## config.mk

```make
export PLATFORM = sky130hd
export DESIGN_NAME = irc_codec
export DESIGN_NICKNAME = d
export VERILOG_FILES = /design/src/rtl/irc_pkg.sv /design/src/rtl/irc_codec.sv /design/src/rtl/irc_fifo.sv
export VERILOG_INCLUDE_DIRS = /design/src /design/src/rtl
export SDC_FILE = /design/constraint.sdc
export NUM_CORES = 1
export LEC_CHECK = 0
export ABC_AREA = 1
export BUFFER_PORTS_ARGS = -buffer_cell sky130_fd_sc_hd__buf_2
export CAP_MARGIN = 20
export CORE_ASPECT_RATIO = 1.75
export CORE_MARGIN = 5
export CORE_UTILIZATION = 60
export DETAILED_ROUTE_END_ITERATION = 6
export GPL_TIMING_DRIVEN = 1
export PLACE_DENSITY_LB_ADDON = 0.15
export SKIP_CTS_REPAIR_TIMING = 1
export SLEW_MARGIN = 15
export SYNTH_ARGS = -nofsm -noshare
export SYNTH_HDL_FRONTEND = slang
export SYNTH_SLANG_ARGS = --single-unit
```

## constraint.sdc

```tcl
create_clock -name i_clk_sys -period 7 [get_ports i_clk_sys]
set_input_delay 1.4 -clock i_clk_sys [delete_from_list [all_inputs] [get_ports i_clk_sys]]
set_output_delay 1.4 -clock i_clk_sys [all_outputs]
set_load 0.03 [all_outputs]
```

## src/rtl/irc_defines.svh

```systemverilog
`ifndef IRC_DEFINES_SVH
`define IRC_DEFINES_SVH

// Clocks per encoded bit and the counter width that holds them
`define IRC_BIT_CLKS     16
`define IRC_CNT_W        4
`define IRC_CNT_LAST     4'hF
// Transmit pulse for a zero: 7 low, 3 high, 6 low
`define IRC_TX_LOW_HEAD  7
`define IRC_TX_PULSE_LEN 3
`define IRC_TX_LOW_TAIL  6
// Receive counter points
`define IRC_RX_UPDATE    4'h8
`define IRC_RX_WIN_OPEN  4'hC
`define IRC_RX_WIN_SPAN  24
// Standard baud range and the lowest system clock in Hz
`define IRC_STD_BAUD_MIN 9600
`define IRC_STD_BAUD_MAX 115200
`define IRC_MIN_SYS_HZ   1000000
// Buffering and divisor width
`define IRC_FIFO_DEPTH   8
`define IRC_DIV_W        16

`endif

```

## src/rtl/irc_pkg.sv

```systemverilog
package irc_pkg;

  // Encoder sequencing
  typedef enum logic [1:0] {
    IRC_TX_IDLE = 2'b00,
    IRC_TX_LOAD = 2'b01,
    IRC_TX_SEND = 2'b10
  } irc_tx_state_t;

  // One buffered UART line bit
  typedef struct packed {
    logic data_bit;
  } irc_tx_word_t;

  // Decoder tracking flags
  typedef struct packed {
    logic active;
    logic win;
    logic pend;
  } irc_rx_flags_t;

endpackage

```

## src/rtl/irc_codec.sv

```systemverilog
// How it works
// Enable bit set routes UART traffic through the codec; clear bypasses it.
// Half-duplex: transmit and receive never run at the same time.
// Software enables the UART before using the codec.
// Bit rate is system clock over sixteen times the baud divisor.
// Standard rates 9600 to 115.2 kbaud supported; faster ones allowed.
// Every bit spans exactly 16 baud clocks.
// Encoder builds its output from UART serial output and baud clock.
// A one keeps the infrared output low the whole bit.
// A zero gives 7 low, 3 high, then 6 low clocks.
// When enabled the UART output stays inside; encoder drives the pin.
// When enabled the receive pin feeds the decoder, which drives UART input.
// Decoder times the recovered stream with the baud clock.
// Decoder keeps a local 0 to 15 baud clock counter.
// Recovered input lags the incoming pulses by 8 baud clocks.
// A falling edge on the incoming stream resets the counter.
// At count 8 the recovered input takes the decoded bit.
// Window opens at 12 and closes at 8, 24 clocks after a pulse.
// System clock of at least 1.0 MHz to catch 1.4 us pulses.
// Pulse in window decodes as 0; no pulse, idle line, as 1.
// Pulses outside the window are ignored entirely.
`timescale 1ns/1ps
`include "irc_defines.svh"
module irc_codec #(
  parameter int unsigned DIV_W      = `IRC_DIV_W,
  parameter int unsigned FIFO_DEPTH = `IRC_FIFO_DEPTH
) (
  input  wire logic             i_clk_sys,
  input  wire logic             i_rst,
  input  wire logic             i_infrared_codec_enable,
  input  wire logic [DIV_W-1:0] i_baud_div,
  input  wire logic             i_uart_txd,
  input  wire logic             i_uart_tx_valid,
  output logic                  o_uart_tx_ready,
  output logic                  o_uart_rxd,
  output logic                  o_txd_pin,
  input  wire logic             i_rxd_pin,
  output logic                  o_tx_busy,
  output logic                  o_rx_active
);

  // Baud divider
  // Enables are one system clock wide; nothing here runs on a second clock
  logic [DIV_W-1:0] div_cnt_r;
  logic [DIV_W-1:0] div_cnt_nxt;
  logic             baud_tick;

  // Encoder state
  irc_pkg::irc_tx_state_t tx_state_r;
  irc_pkg::irc_tx_state_t tx_state_nxt;
  logic [`IRC_CNT_W-1:0]  tx_cnt_r;
  logic [`IRC_CNT_W-1:0]  tx_cnt_nxt;
  logic                   tx_bit_r;
  logic                   tx_bit_nxt;
  logic                   txd_r;
  logic                   txd_nxt;
  logic                   tx_pop;
  logic                   tx_pulse;

  // Decoder state
  irc_pkg::irc_rx_flags_t rx_r;
  irc_pkg::irc_rx_flags_t rx_nxt;
  logic [`IRC_CNT_W-1:0]  rx_cnt_r;
  logic [`IRC_CNT_W-1:0]  rx_cnt_nxt;
  logic                   rx_prev_r;
  logic                   rx_prev_nxt;
  logic                   rxd_r;
  logic                   rxd_nxt;
  logic                   rx_fall;
  logic                   rx_win_open;
  logic                   rx_accept;

  // Buffer between UART line and encoder
  // Read data is registered, hence the load state between pop and send
  logic                   fifo_wr_valid;
  logic                   fifo_wr_ready;
  logic                   fifo_rd_valid;
  irc_pkg::irc_tx_word_t  fifo_wr_data;
  irc_pkg::irc_tx_word_t  fifo_rd_data;

  // Both bit counters wrap after 16 baud clocks
  // Wrap comes free from the four-bit width, no compare needed
  function automatic logic [`IRC_CNT_W-1:0] cnt_inc(input logic [`IRC_CNT_W-1:0] c);
    cnt_inc = c + 1'b1;
  endfunction

  // Divider turns the system clock into one-cycle baud enables.
  // A divisor of zero is taken as one rather than stalling.
  // Limitation: a divisor change mid-bit bends only the bit in flight,
  // so change it while the link is quiet.
  // divisor rate
  // full divisor range
  always_comb begin
    baud_tick = (i_baud_div == '0) || (div_cnt_r >= i_baud_div - 1'b1);
    if (!i_infrared_codec_enable || baud_tick) begin
      div_cnt_nxt = '0;
    end else begin
      div_cnt_nxt = div_cnt_r + 1'b1;
    end
  end

  // Divider count register
  always_ff @(posedge i_clk_sys) begin
    if (i_rst) begin
      div_cnt_r <= '0;
    end else begin
      div_cnt_r <= div_cnt_nxt;
    end
  end

  // UART bits enter the buffer only while the codec owns the line
  // Words queued before a bypass spell are kept and go out on the next
  // enable; drain them first for a clean start.
  // UART output internal
  always_comb begin
    fifo_wr_valid         = i_uart_tx_valid & i_infrared_codec_enable;
    fifo_wr_data.data_bit = i_uart_txd;
    o_uart_tx_ready       = fifo_wr_ready & i_infrared_codec_enable;
  end

  // Eight words absorb a burst of UART bits while the encoder
  // spends sixteen baud clocks on each one
  irc_fifo #(
    .WIDTH ($bits(irc_pkg::irc_tx_word_t)),
    .DEPTH (FIFO_DEPTH)
  ) u_tx_fifo (
    .i_clk_sys  (i_clk_sys),
    .i_rst      (i_rst),
    .i_wr_valid (fifo_wr_valid),
    .o_wr_ready (fifo_wr_ready),
    .i_wr_data  (fifo_wr_data),
    .o_rd_valid (fifo_rd_valid),
    .i_rd_ready (tx_pop),
    .o_rd_data  (fifo_rd_data)
  );

  // Encoder takes a new bit only at a bit boundary. A new frame does not
  // start while the decoder is tracking pulses, so the link stays half-duplex.
  // A pulse taken in the very cycle of a start would make both sides busy,
  // so that cycle holds the encoder back as well.
  // no start during receive
  // sixteen clock bits
  always_comb begin
    tx_pop = i_infrared_codec_enable & baud_tick & fifo_rd_valid
           & (tx_cnt_r == `IRC_CNT_LAST)
           & ((tx_state_r == irc_pkg::IRC_TX_SEND)
              | ((tx_state_r == irc_pkg::IRC_TX_IDLE) & ~rx_r.active & ~rx_accept));
  end

  // Encoder sequencing and bit counter
  // Disable clears the sequencer so a re-enable starts on a clean bit.
  // The counter free-runs while enabled, so a first bit waits at most
  // sixteen baud clocks for its boundary.
  // UART bit and baud clock
  always_comb begin
    tx_state_nxt = tx_state_r;
    tx_bit_nxt   = tx_bit_r;
    tx_cnt_nxt   = tx_cnt_r;
    if (!i_infrared_codec_enable) begin
      tx_state_nxt = irc_pkg::IRC_TX_IDLE;
      tx_bit_nxt   = 1'b1;
      tx_cnt_nxt   = '0;
    end else begin
      if (baud_tick) begin
        tx_cnt_nxt = cnt_inc(tx_cnt_r);
      end
      unique case (tx_state_r)
        irc_pkg::IRC_TX_IDLE: begin
          if (tx_pop) begin
            tx_state_nxt = irc_pkg::IRC_TX_LOAD;
          end
        end
        irc_pkg::IRC_TX_LOAD: begin
          tx_bit_nxt   = fifo_rd_data.data_bit;
          tx_state_nxt = irc_pkg::IRC_TX_SEND;
        end
        irc_pkg::IRC_TX_SEND: begin
          if (tx_pop) begin
            tx_state_nxt = irc_pkg::IRC_TX_LOAD;
          end else if (baud_tick && tx_cnt_r == `IRC_CNT_LAST) begin
            tx_state_nxt = irc_pkg::IRC_TX_IDLE;
          end
        end
        default: begin
          tx_state_nxt = irc_pkg::IRC_TX_IDLE;
        end
      endcase
    end
  end

  // Pulse shape: a one stays low, a zero is high for counts 7 to 9.
  // Load lands at count 0 or 1, well before the pulse, so shape is kept.
  // The pin register moves the pulse one system clock later, to counts 8 to 10 at divisor 1; widths and
  // spacing within the bit are unchanged.
  // one stays low
  // seven three six
  always_comb begin
    tx_pulse = (tx_state_r == irc_pkg::IRC_TX_SEND) & ~tx_bit_r
             & (tx_cnt_r >= 4'(`IRC_TX_LOW_HEAD))
             & (tx_cnt_r < 4'(`IRC_TX_LOW_HEAD + `IRC_TX_PULSE_LEN));
  end

  // Pin mux on the transmit side
  // Bypass also goes through the pin register: one clock of latency
  // traded for a glitch-free pin when the enable toggles.
  // codec or bypass
  // encoder drives pin
  always_comb begin
    txd_nxt = i_infrared_codec_enable ? tx_pulse : i_uart_txd;
  end

  // Encoder registers; the pin idles low so the emitter stays dark
  always_ff @(posedge i_clk_sys) begin
    if (i_rst) begin
      tx_state_r <= irc_pkg::IRC_TX_IDLE;
      tx_cnt_r   <= '0;
      tx_bit_r   <= 1'b1;
      txd_r      <= 1'b0;
    end else begin
      tx_state_r <= tx_state_nxt;
      tx_cnt_r   <= tx_cnt_nxt;
      tx_bit_r   <= tx_bit_nxt;
      txd_r      <= txd_nxt;
    end
  end

  // Falling edge on the incoming stream. Pulses seen while the encoder
  // is busy are our own echo or a collision and are dropped.
  // Limitation: a pulse shorter than one system clock can be missed.
  // The window check keeps stray reflections from restarting the count.
  // ignore during transmit
  // closed window ignored
  always_comb begin
    rx_prev_nxt = i_rxd_pin;
    rx_fall     = rx_prev_r & ~i_rxd_pin;
    rx_win_open = ~rx_r.active | rx_r.win;
    rx_accept   = i_infrared_codec_enable & rx_fall & rx_win_open
                & (tx_state_r == irc_pkg::IRC_TX_IDLE);
  end

  // Decoder: counter paced by baud clock, restarted by each accepted pulse
  // A pulse missing from the window ends tracking at the next count 8,
  // and the recovered line goes back to idle high.
  // Enable low clears tracking so stale counts never survive a mode change.
  // baud clock timing
  // local sixteen count
  always_comb begin
    rx_nxt     = rx_r;
    rx_cnt_nxt = rx_cnt_r;
    rxd_nxt    = rxd_r;
    if (!i_infrared_codec_enable) begin
      rx_nxt     = '{active: 1'b0, win: 1'b0, pend: 1'b1};
      rx_cnt_nxt = '0;
      // bypass receive
      rxd_nxt    = i_rxd_pin;
    end else if (rx_accept) begin
      // edge resets counter
      rx_cnt_nxt = '0;
      rx_nxt     = '{active: 1'b1, win: 1'b0, pend: 1'b0};
    end else if (baud_tick) begin
      rx_cnt_nxt = cnt_inc(rx_cnt_r);
      // window opens at 12
      if (cnt_inc(rx_cnt_r) == `IRC_RX_WIN_OPEN) begin
        rx_nxt.win = 1'b1;
      end
      // eight clock lag
      // update at 8
      if (cnt_inc(rx_cnt_r) == `IRC_RX_UPDATE) begin
        // pulse zero else one
        rxd_nxt     = rx_r.pend;
        rx_nxt.pend = 1'b1;
        // window closes at 8
        if (rx_r.win) begin
          rx_nxt.active = 1'b0;
        end
      end
    end
  end

  // Decoder registers; the recovered line idles high
  // Edge history resets high, the idle level of the pin, so no false
  // edge follows reset.
  // decoder drives UART input
  always_ff @(posedge i_clk_sys) begin
    if (i_rst) begin
      rx_r      <= '{active: 1'b0, win: 1'b0, pend: 1'b1};
      rx_cnt_r  <= '0;
      rx_prev_r <= 1'b1;
      rxd_r     <= 1'b1;
    end else begin
      rx_r      <= rx_nxt;
      rx_cnt_r  <= rx_cnt_nxt;
      rx_prev_r <= rx_prev_nxt;
      rxd_r     <= rxd_nxt;
    end
  end

  // Outputs
  // Busy covers load and send; active covers the whole pulse train,
  // which is what the half-duplex guard watches.
  assign o_txd_pin   = txd_r;
  assign o_uart_rxd  = rxd_r;
  assign o_tx_busy   = (tx_state_r != irc_pkg::IRC_TX_IDLE);
  assign o_rx_active = rx_r.active;

endmodule // irc_codec

```

## src/rtl/irc_fifo.sv

```systemverilog
`timescale 1ns/1ps
module irc_fifo #(
  parameter int unsigned WIDTH = 1,
  parameter int unsigned DEPTH = 8
) (
  input  wire logic             i_clk_sys,
  input  wire logic             i_rst,
  input  wire logic             i_wr_valid,
  output logic                  o_wr_ready,
  input  wire logic [WIDTH-1:0] i_wr_data,
  output logic                  o_rd_valid,
  input  wire logic             i_rd_ready,
  output logic      [WIDTH-1:0] o_rd_data
);
  localparam int unsigned AW = (DEPTH > 1) ? $clog2(DEPTH) : 1;

  logic [WIDTH-1:0] mem_r [DEPTH];
  logic [AW-1:0]    wr_ptr_r;
  logic [AW-1:0]    wr_ptr_nxt;
  logic [AW-1:0]    rd_ptr_r;
  logic [AW-1:0]    rd_ptr_nxt;
  logic [AW:0]      count_r;
  logic [AW:0]      count_nxt;
  logic [WIDTH-1:0] data_r;
  logic             push;
  logic             pop;

  // Pointer wrap shared by both sides
  function automatic logic [AW-1:0] ptr_inc(input logic [AW-1:0] p);
    ptr_inc = (p == AW'(DEPTH - 1)) ? '0 : p + 1'b1;
  endfunction

  // Honest full and empty from the occupancy count
  always_comb begin
    o_wr_ready = (count_r != (AW+1)'(DEPTH));
    o_rd_valid = (count_r != '0);
    push       = i_wr_valid & o_wr_ready;
    pop        = i_rd_ready & o_rd_valid;
    wr_ptr_nxt = push ? ptr_inc(wr_ptr_r) : wr_ptr_r;
    rd_ptr_nxt = pop ? ptr_inc(rd_ptr_r) : rd_ptr_r;
    count_nxt  = count_r + {{AW{1'b0}}, push} - {{AW{1'b0}}, pop};
  end

  // Read data leaves through a register, one cycle after the pop
  always_ff @(posedge i_clk_sys) begin
    if (i_rst) begin
      wr_ptr_r <= '0;
      rd_ptr_r <= '0;
      count_r  <= '0;
      data_r   <= '0;
    end else begin
      wr_ptr_r <= wr_ptr_nxt;
      rd_ptr_r <= rd_ptr_nxt;
      count_r  <= count_nxt;
      if (pop) begin
        data_r <= mem_r[rd_ptr_r];
      end
    end
  end

  // Storage needs no reset
  always_ff @(posedge i_clk_sys) begin
    if (push) begin
      mem_r[wr_ptr_r] <= i_wr_data;
    end
  end

  assign o_rd_data = data_r;
endmodule // irc_fifo

```

# Word level (Yosys, flattened, before mapping)
# Memories as Yosys holds them, arrays and structs flattened. A register that Yosys moved wholly into a read port is not among the register bits.
# Cells that the tools add are included.
[word_totals]
reg_bits = 43
ramBits = 8
input_bits = 22
out_inout_bits = 5
word_cells = 101
n_memories = 1
[op_classes]
addsub = 8
n_lt_le_gt_ge = 3
eq_ne = 13
muxes = 19
bitwise_logic = 24
reduce_logical = 19
[memory_table]
columns = ["name", "depth", "word_bits", "rd", "rd_clocked_by_memory_dff", "write_ports", "line_no", "source"]
rows = [
  ["u_tx_fifo.mem_r", 8, 1, 1, 1, 1, "irc_fifo.sv:17", "logic [WIDTH-1:0] mem_r [DEPTH];"],
]
[ops]
columns = ["operator", "n"]
rows = [
  ["AND 1 bit", 17],
  ["adder 16 x 1 -> 16 bit, second input constant", 1],
  ["greater-or-equal comparator 16 bit", 1],
  ["zero test 16 bit", 1],
  ["subtractor 16 x 1 -> 16 bit, second input constant", 1],
  ["equality test 4 bit, second input constant", 3],
  ["two-way mux 3 bit", 4],
  ["two-way mux 1 bit", 11],
  ["adder 4 x 1 -> 4 bit, second input constant", 2],
  ["nonzero test 2 bit", 4],
  ["adder 3 x 1 -> 3 bit, second input constant", 2],
  ["equality test 3 bit, second input constant", 2],
  ["two-way mux 2 bit", 3],
  ["inequality test 2 x 1 -> 1 bit, second input constant", 3],
  ["one-hot mux 2 bit (3 select lines)", 1],
  ["AND reduction 2 bit", 3],
  ["AND reduction 3 bit", 2],
  ["inverter 1 bit", 5],
  ["adder 4 x 1 -> 4 bit", 1],
  ["greater-or-equal comparator 4 x 3 -> 1 bit, second input constant", 1],
  ["less-than comparator 4 bit, second input constant", 1],
  ["inequality test 4 bit, second input constant", 1],
  ["nonzero test 4 bit", 1],
  ["OR reduction 2 bit", 2],
  ["other kinds (11)", 13],
]

# Depth between registers and ports, before layout
# Gate-level depths: netlist of the first run.
[depth]
word_depth = 11
depth_mapped = 28
mapped_depth_nobuf = 28

# By module
# A second synthesis of the first run with hierarchy kept.
[unflattened]
cells_unflattened = 458
hier_area_um2 = 3347.0
[by_module_without_submodules]
columns = ["module", "n_inst", "cells_per_inst", "area_each_um2", "seq_area_each_um2"]
rows = [
  ["irc_codec", 1, 343, 2328.5, 660.6],
  ["irc_fifo", 1, 115, 1018.5, 460.4],
]

# Worst setup path after synthesis of the first run
# No wires, ideal clock.
[synth_path]
path_kind = "input to register"
startpoint = "input port i_baud_div[0]"
endpoint = "register u_tx_fifo.count_r[2]"
setup_time_ns = 0.114
arrival_ns = 4.349
t_required_ns = 6.886
slack_ns = 2.537
stages = 27
n_path_buf = 0
cell_sequence = "inv_1 -> ha_1 -> nand2_2 -> nor2_1 -> nand2_1 -> nor2_1 -> nand3_1 -> xor2_1 -> inv_1 -> ha_1 -> nand2_1 -> inv_1 -> nand2_1 -> nand2_1 -> a21oi_1 -> nand2_1 -> inv_2 -> nand2_8 -> nand4_4 -> inv_1 -> ha_1 -> inv_1 -> ha_1 -> inv_1 -> fa_1 -> xor2_1 -> nor2_1"
[synth_between]
elab_chain_len = 9
elab_cells_between_ends = 10
classes_between = "add/sub: 2; order compare: 1; bitwise: 5; reduce/logical: 2"
[synth_lines]
columns = ["element", "line_no", "source"]
rows = [
  ["start, declared", "irc_codec.sv:31", "input wire logic [DIV_W-1:0] i_baud_div,"],
  ["subtractor 16 x 1 -> 16 bit", "irc_codec.sv:94", "baud_tick = (i_baud_div == '0) || (div_cnt_r >= i_baud_div - 1'b1);"],
  ["greater-or-equal comparator 16 bit", "irc_codec.sv:94", ""],
  ["logical OR 1 bit (*)", "irc_codec.sv:94", ""],
  ["AND 1 bit (*) (4 in a row)", "irc_codec.sv:144", "tx_pop = i_infrared_codec_enable & baud_tick & fifo_rd_valid"],
  ["AND 1 bit (*)", "irc_fifo.sv:38", "pop = i_rd_ready & o_rd_valid;"],
  ["named net u_tx_fifo.pop", "irc_fifo.sv:26", "logic pop;"],
  ["subtractor 4 x 1 -> 4 bit (*)", "irc_fifo.sv:41", "count_nxt = count_r + {{AW{1'b0}}, push} - {{AW{1'b0}}, pop};"],
  ["end signal, assigned", "irc_fifo.sv:54", "count_r <= count_nxt;"],
  ["end, declared", "irc_fifo.sv:22", "logic [AW:0] count_r;"],
]
# The timed path passes the listed nets; every way through them passes the cells marked *.
# A chain may end at the register's enable or synchronous reset.

# Worst setup path after layout of the first run
[layout_path]
startpoint = "input port i_baud_div[0]"
endpoint = "register u_tx_fifo.count_r[3]"
# The elaborated chain is that of the path after synthesis.

==> metrics.yaml, run 1 <==
run_status: "finished clean"
ys_ff_latch: 52
ys_top_cells_by_count: "nand2_1, inv_1, nor2_1"
routed_wl_mm: 6.248
period_share: 0.6675
drt-wirelength-per-cell_microns: 11.44
worstPathMaxFanout: 15
hold_slack_ns: 0.4579
dr.pass1.iters: 4
cp_slowest_cell: "ha_1"
drv_cap: 0
endpoint_kind: "register"
post-synth-top-count-cell: "nand2_1"
synth_top_area_cell: "dfxtp_1"
cts_root_buffer: "clkbuf_8"
synth_warnings: 0
grt_pass1_wl_mm: 11.16
critPathMaxStageDelay_ns: 0.26
initial_core_util: 0.6163
syn-num-nets: 493
min_path_type: "reg2reg"
crit_required_ns: 7.24
synth-seq-area-share: 0.3433
power_density_nw_per_um2: 166.6
syn_area_sq_um: 3266
ys_top_cells_by_area: "dfxtp_1, ha_1, nand2_1, inv_1, edfxtp_1"
antennaDiodeCount: 0
num_vias: 2771
reg2reg_slack_ns: 4.21
start_kind: "input pin"
path_clk_slew_ns: 0.09
nets: 524
ant_nets: 0
critical_path_class: "in2reg"
async_flop_share: 0
final_layout_size_suffix_gt1_frac: 0.1292
synth_edf_count: 8
vdd_ir_drop_max_uv: 144.4
cts_buffers: 5
track_usage: 0.1984
grt_max_degree: 17
period_minus_slack_ns: 4.672
area_growth_pct: 9.540
synth_top_family_by_area: "simple AND/OR/NAND/NOR gates"
stdcell_count: 546
io_buffers: 26
tightest_slew_ns: 0.4404
syn-instance-count: 440
via_per_inst: 5.075
rows: 35
cts.sinks: 52
globalRoute.totalOverflow: 0
synth.mux.area_fraction: 0
p_leak_nw: 1.653
antenna_found_initial: 0
finalHoldViolCount: 0
yosys.area_share.adder: 0.1211
cts_tree: "done"
synth.distinct_cells: 43
yosys.area_share.simple: 0.2943
relSlewSlack: 0.7037
maxSlewViolCount: 0
yosysTopAreaCellShare: 0.2697
htreeDepth: 2
die_y_microns: 107.6
ys.flop_type: "dfxtp_1"
die_area_sq_um: 7077
dp_cells: 538
clock_skew_ns: 0.005882
worstPathArrival_ns: 4.91
core-area_sq_um: 5299
drc: 0
setup_viol: 0
crit_buf_inv: 5
insertion_delay_ns: 0.30
syn_avg_cell_area_sq_um: 7.422
drt_iter0_drc: 47
setup_tns_ns: 0
fmax_ghz: 0.2140
synth_compound_area_frac: 0.09157
synth_xor_area_frac: 0.05364
fp.dieW_microns: 65.77
cts_max_path_buffers: 2
ios: 27
grt_setup_unrepaired: "no"
cp_top_family: "simple AND/OR/NAND/NOR gates"
routabilityCongestion: 0.8336
grt_pass1_vias: 2832
place_hpwl_mm: 5.187
## through the flow
step	area, sq um	setup slack [ns]	power [mW]	util
2_1_floorplan	3266	2.537	0.3754	-
3_5_place_dp	3466	1.990	0.3984	0.6541
4_1_cts	3577	2.298	0.6015	0.6751
6_report	3577	2.328	0.5958	0.6751
5_1_grt	3577	1.878	0.6286	0.6751
3_3_place_gp	3466	2.067	0.3956	0.6541
## flip-flops by register name (all words and copies together), names as in the netlist, 2 cells and up
signal              count
tx_cnt_r                4
div_cnt_r              16
rx_cnt_r                4
rx_r                    2
u_tx_fifo.mem_r         8
u_tx_fifo.wr_ptr_r      3
u_tx_fifo.rd_ptr_r      3
u_tx_fifo.count_r       4
tx_state_r              2
## report_power, final
part	switching [mW]	total (mW)	internal [mW]
combinational	0.0476	0.0755	0.0278
clock	0.0992	0.205	0.106
sequential	0.00458	0.315	0.311
## cell families after synthesis
| logic type | after synthesis |
|---|---|
| flops | 52 |
| buf+inv | 79 |
| xor+xnor | 20 |
| fa+ha+maj | 31 |
| simple gates | 205 |
| compound gates | 53 |
## worst paths after layout
check / startpoint / end / cells after the start
hold reg to reg: rx_r[1] / rx_r[1] / 2
setup reg to reg: div_cnt_r[0] / u_tx_fifo.count_r[3] / 20
setup / recovery: i_baud_div[0] / u_tx_fifo.count_r[3] / 25
hold / removal: rx_r[1] / rx_r[1] / 2
## tightest hold or removal path, cell delays in order, from the launching register on
cell and delay [ns]:
dfxtp_1 0.32, inv_1 0.04, a21oi_1 0.05
## cell type report
cell class,count,area (sq um)
clock buffers,5,68.82
clock inverters,3,42.54
fillers,496,1722
inverters,77,291.5
multi-input cells,309,1831
flip-flops and latches,52,1121
well taps,74,92.59
repair buffers,26,130.1
## per-layer routing
metal | track usage | share of wire
met1 | 0.1883 | 0.37
met2 | 0.4006 | 0.57
met3 | 0.02508 | 0.029
met4 | 0.08457 | 0.028
met5 | 0 | 0
## placed cells by master, fill, tap and decap left out, drive strengths merged, types with 2 or more instances in the layout
master   n
a21oi   28
a31oi    4
buf     26
clkbuf   5
clkinv   3
dfxtp   44
edfxtp   8
ha      30
inv     76
nand2   91
nand3   15
nand3b   2
nand4    7
nor2    70
nor3     9
nor3b    3
nor4     5
o21ai   14
or2      2
xnor2    5
xor2    15
Note: power is estimated with default switching activity, not from simulation.
==> inputs of run 2 (changes only) <==
--- a/config.mk
+++ b/config.mk
@@ -6,12 +6,12 @@
 export SDC_FILE = /design/constraint.sdc
 export NUM_CORES = 1
 export LEC_CHECK = 0
-export ABC_AREA = 1
+export ABC_AREA = 0
 export BUFFER_PORTS_ARGS = -buffer_cell sky130_fd_sc_hd__buf_2
 export CAP_MARGIN = 20
 export CORE_ASPECT_RATIO = 1.75
 export CORE_MARGIN = 5
-export CORE_UTILIZATION = 60
+export CORE_UTILIZATION = 53
 export DETAILED_ROUTE_END_ITERATION = 6
 export GPL_TIMING_DRIVEN = 1
 export PLACE_DENSITY_LB_ADDON = 0.15
==> constraint.sdc (replaced) <==
create_clock -name i_clk_sys -period 4.1 [get_ports i_clk_sys]
set_input_delay 0.82 -clock i_clk_sys [delete_from_list [all_inputs] [get_ports i_clk_sys]]
set_output_delay 0.82 -clock i_clk_sys [all_outputs]
set_load 0.03 [all_outputs]
==> run 2 against run 1 <==
The run now ends with setup timing left. Design area is 2.8% lower. Clock-buffer cell count up 1. Critical path depth decreased by 6. Area after synthesis decreased by 9.7%. Critical endpoint is now u_tx_fifo.count_r[1]. Highest routed layer unchanged.
==> metrics.yaml, run 2 <==
run_status: "finished with violations"
violations: "setup timing"
rows: 36
antenna_found_initial: 0
ys_top_cells_by_count: "nor2_1, dfxtp_1, ha_1"
reg_top3: "div_cnt_r x16, u_tx_fifo.mem_r x8"
synth_edf_count: 8
yosysTopAreaCellShare: 0.2986
crit_buf_inv: 3
setup_ws_ns: -0.2477
path_clk_slew_ns: 0.09
fmax_ghz: 0.2300
die_y_microns: 108.7
area_growth_pct: 17.81
grt_setup_unrepaired: "yes"
ys_top_cells_by_area: "dfxtp_1, ha_1, edfxtp_1, nor2_1, xnor2_1"
vdd_ir_drop_max_uv: 235.3
async_flop_share: 0
ys.flop_type: "dfxtp_1"
critical_path_class: "in2reg"
globalRoute.totalOverflow: 0
period_share: 1.060
io_buffers: 26
core-area_sq_um: 5495
place_hpwl_mm: 4.743
ant_nets: 0
p_leak_nw: 1.358
cp.depth: 19
via_per_inst: 5.414
min_path_cells: 2
ios: 27
reg2reg_slack_ns: 1.33
grt_pass1_vias: 2397
insertion_delay_ns: 0.30
htreeDepth: 2
rr_startpoint: "div_cnt_r[1]"
drv_cap: 0
critPathMaxStageDelay_ns: 0.51
cp_slowest_cell: "fa_2"
syn_area_sq_um: 2950
relSlewSlack: 0.6216
antennaDiodeCount: 0
drt-wirelength-per-cell_microns: 13.20
cts.sinks: 52
synth-seq-area-share: 0.3800
reg2reg_to: "u_tx_fifo.count_r[1]"
syn-instance-count: 333
period_minus_slack_ns: 4.348
start_kind: "input pin"
cts_root_buffer: "clkbuf_8"
routabilityCongestion: 0.8273
track_usage: 0.1781
initial_core_util: 0.5369
startpoint: "i_baud_div[4]"
grt_pass1_wl_mm: 10.05
cts_buffers: 5
die_area_sq_um: 7218
min_path_type: "reg2reg"
power_density_nw_per_um2: 282.6
drt_iter0_drc: 46
fp.dieW_microns: 66.40
final_common_cell: "nor2_1"
post-synth-top-count-cell: "nor2_1"
cp_top_family: "simple AND/OR/NAND/NOR gates"
num_vias: 2458
place_ws_ns: -0.6141
ys_ff_latch: 52
drc: 0
dr.pass1.iters: 4
worstPathArrival_ns: 4.54
synth_top_area_cell: "dfxtp_1"
setup_viol: 4
final_layout_size_suffix_gt1_frac: 0.1931
finalHoldViolCount: 0
cp_cell_sequence: "buf_6, or3_4, or4_4, nor4_4, nand2b_1, nor4_2, xnor2_1, ha_1, nand4_1, nor3_2, o311ai_1, and4b_2, nor2_4, ha_4, inv_2, ha_4, inv_2, fa_2, nor2_1"
grt_max_degree: 29
cts_max_path_buffers: 2
cts_tree: "done"
largest_reg_flops: 16
maxSlewViolCount: 0
routed_wl_mm: 5.994
clock_skew_ns: 0.007312
nets: 430
top_register: "div_cnt_r"
endpoint: "u_tx_fifo.count_r[1]"
syn-num-nets: 386
tightest_slew_ns: 0.5642
reg2reg_depth: 12
final_cell_mix: "nor2_1, dfxtp_1, ha_1, nand2_1, buf_2"
syn_avg_cell_area_sq_um: 8.860
crit_required_ns: 4.29
synth_warnings: 0
synth.distinct_cells: 42
endpoint_kind: "register"
total_power_mw: 0.9822
worstPathMaxFanout: 3
-- run 2: worst register-to-register path, cell delays in order, from the launching register on --
cell and delay [ns]:
dfxtp_1 0.41, ha_1 0.27, nor2b_1 0.13, o211a_1 0.22
o311ai_1 0.27, and4b_2 0.32, nor2_4 0.06, ha_4 0.23
inv_2 0.06, ha_4 0.12, inv_2 0.03, fa_2 0.51
nor2_1 0.04
-- run 2: worst min-delay path by stage --
stage / startpoint / end / slack [ns]
global route: div_cnt_r[0] / div_cnt_r[0] / 0.54
CTS: tx_bit_r / tx_bit_r / 0.49
finish: tx_bit_r / tx_bit_r / 0.48
detailed placement: tx_bit_r / tx_bit_r / 0.46
global placement: tx_bit_r / tx_bit_r / 0.46
floorplan: u_tx_fifo.o_rd_data / tx_bit_r / 0.43
-- run 2: final cells by class --
type	count	area, sq um
multi-input combinational	258	1833
tap	76	95.09
clock buffer	6	82.58
timing repair buffer	43	270.3
sequential	52	1121
clock inverter	2	10.01
fill	521	2019
inverter	17	63.81
-- run 2: cells by family after synthesis --
logic type / share of synthesized area
simple gates: 0.2328
flops: 0.3800
compound gates: 0.09119
fa+ha+maj: 0.1340
xor+xnor: 0.09797
buf+inv: 0.03181
mux: 0.03223
-- run 2: where the power goes --
part           total (mW)  internal, mW  switching [mW]
combinational       0.151        0.0686          0.0820
clock               0.289         0.135           0.155
sequential          0.542         0.531          0.0109
-- run 2: through the flow --
stage / cell area [sq um] / cells / util / hold slack (ns) / TNS, ns
6_report: 3476 / 454 / 0.6325 / 0.4844 / -0.5811
4_1_cts: 3422 / 452 / 0.6227 / 0.4878 / -0.8498
3_5_place_dp: 3329 / 444 / 0.6059 / 0.4645 / -5.492
2_1_floorplan: 3043 / 333 / - / 0.4346 / -1.485
3_3_place_gp: 3329 / 444 / 0.6059 / 0.4603 / -2.586
5_1_grt: 3476 / 454 / 0.6325 / 0.5353 / -2.040
-- run 2: per-layer routing --
layer	up-vias	wire (microns)	track usage	part of all wire
met2	34	3468	0.3618	0.58
li1	1249	-	-	-
met4	0	87	0.05669	0.015
met5	-	0	0	0
met1	1170	2226	0.1732	0.37
met3	5	211	0.02887	0.035
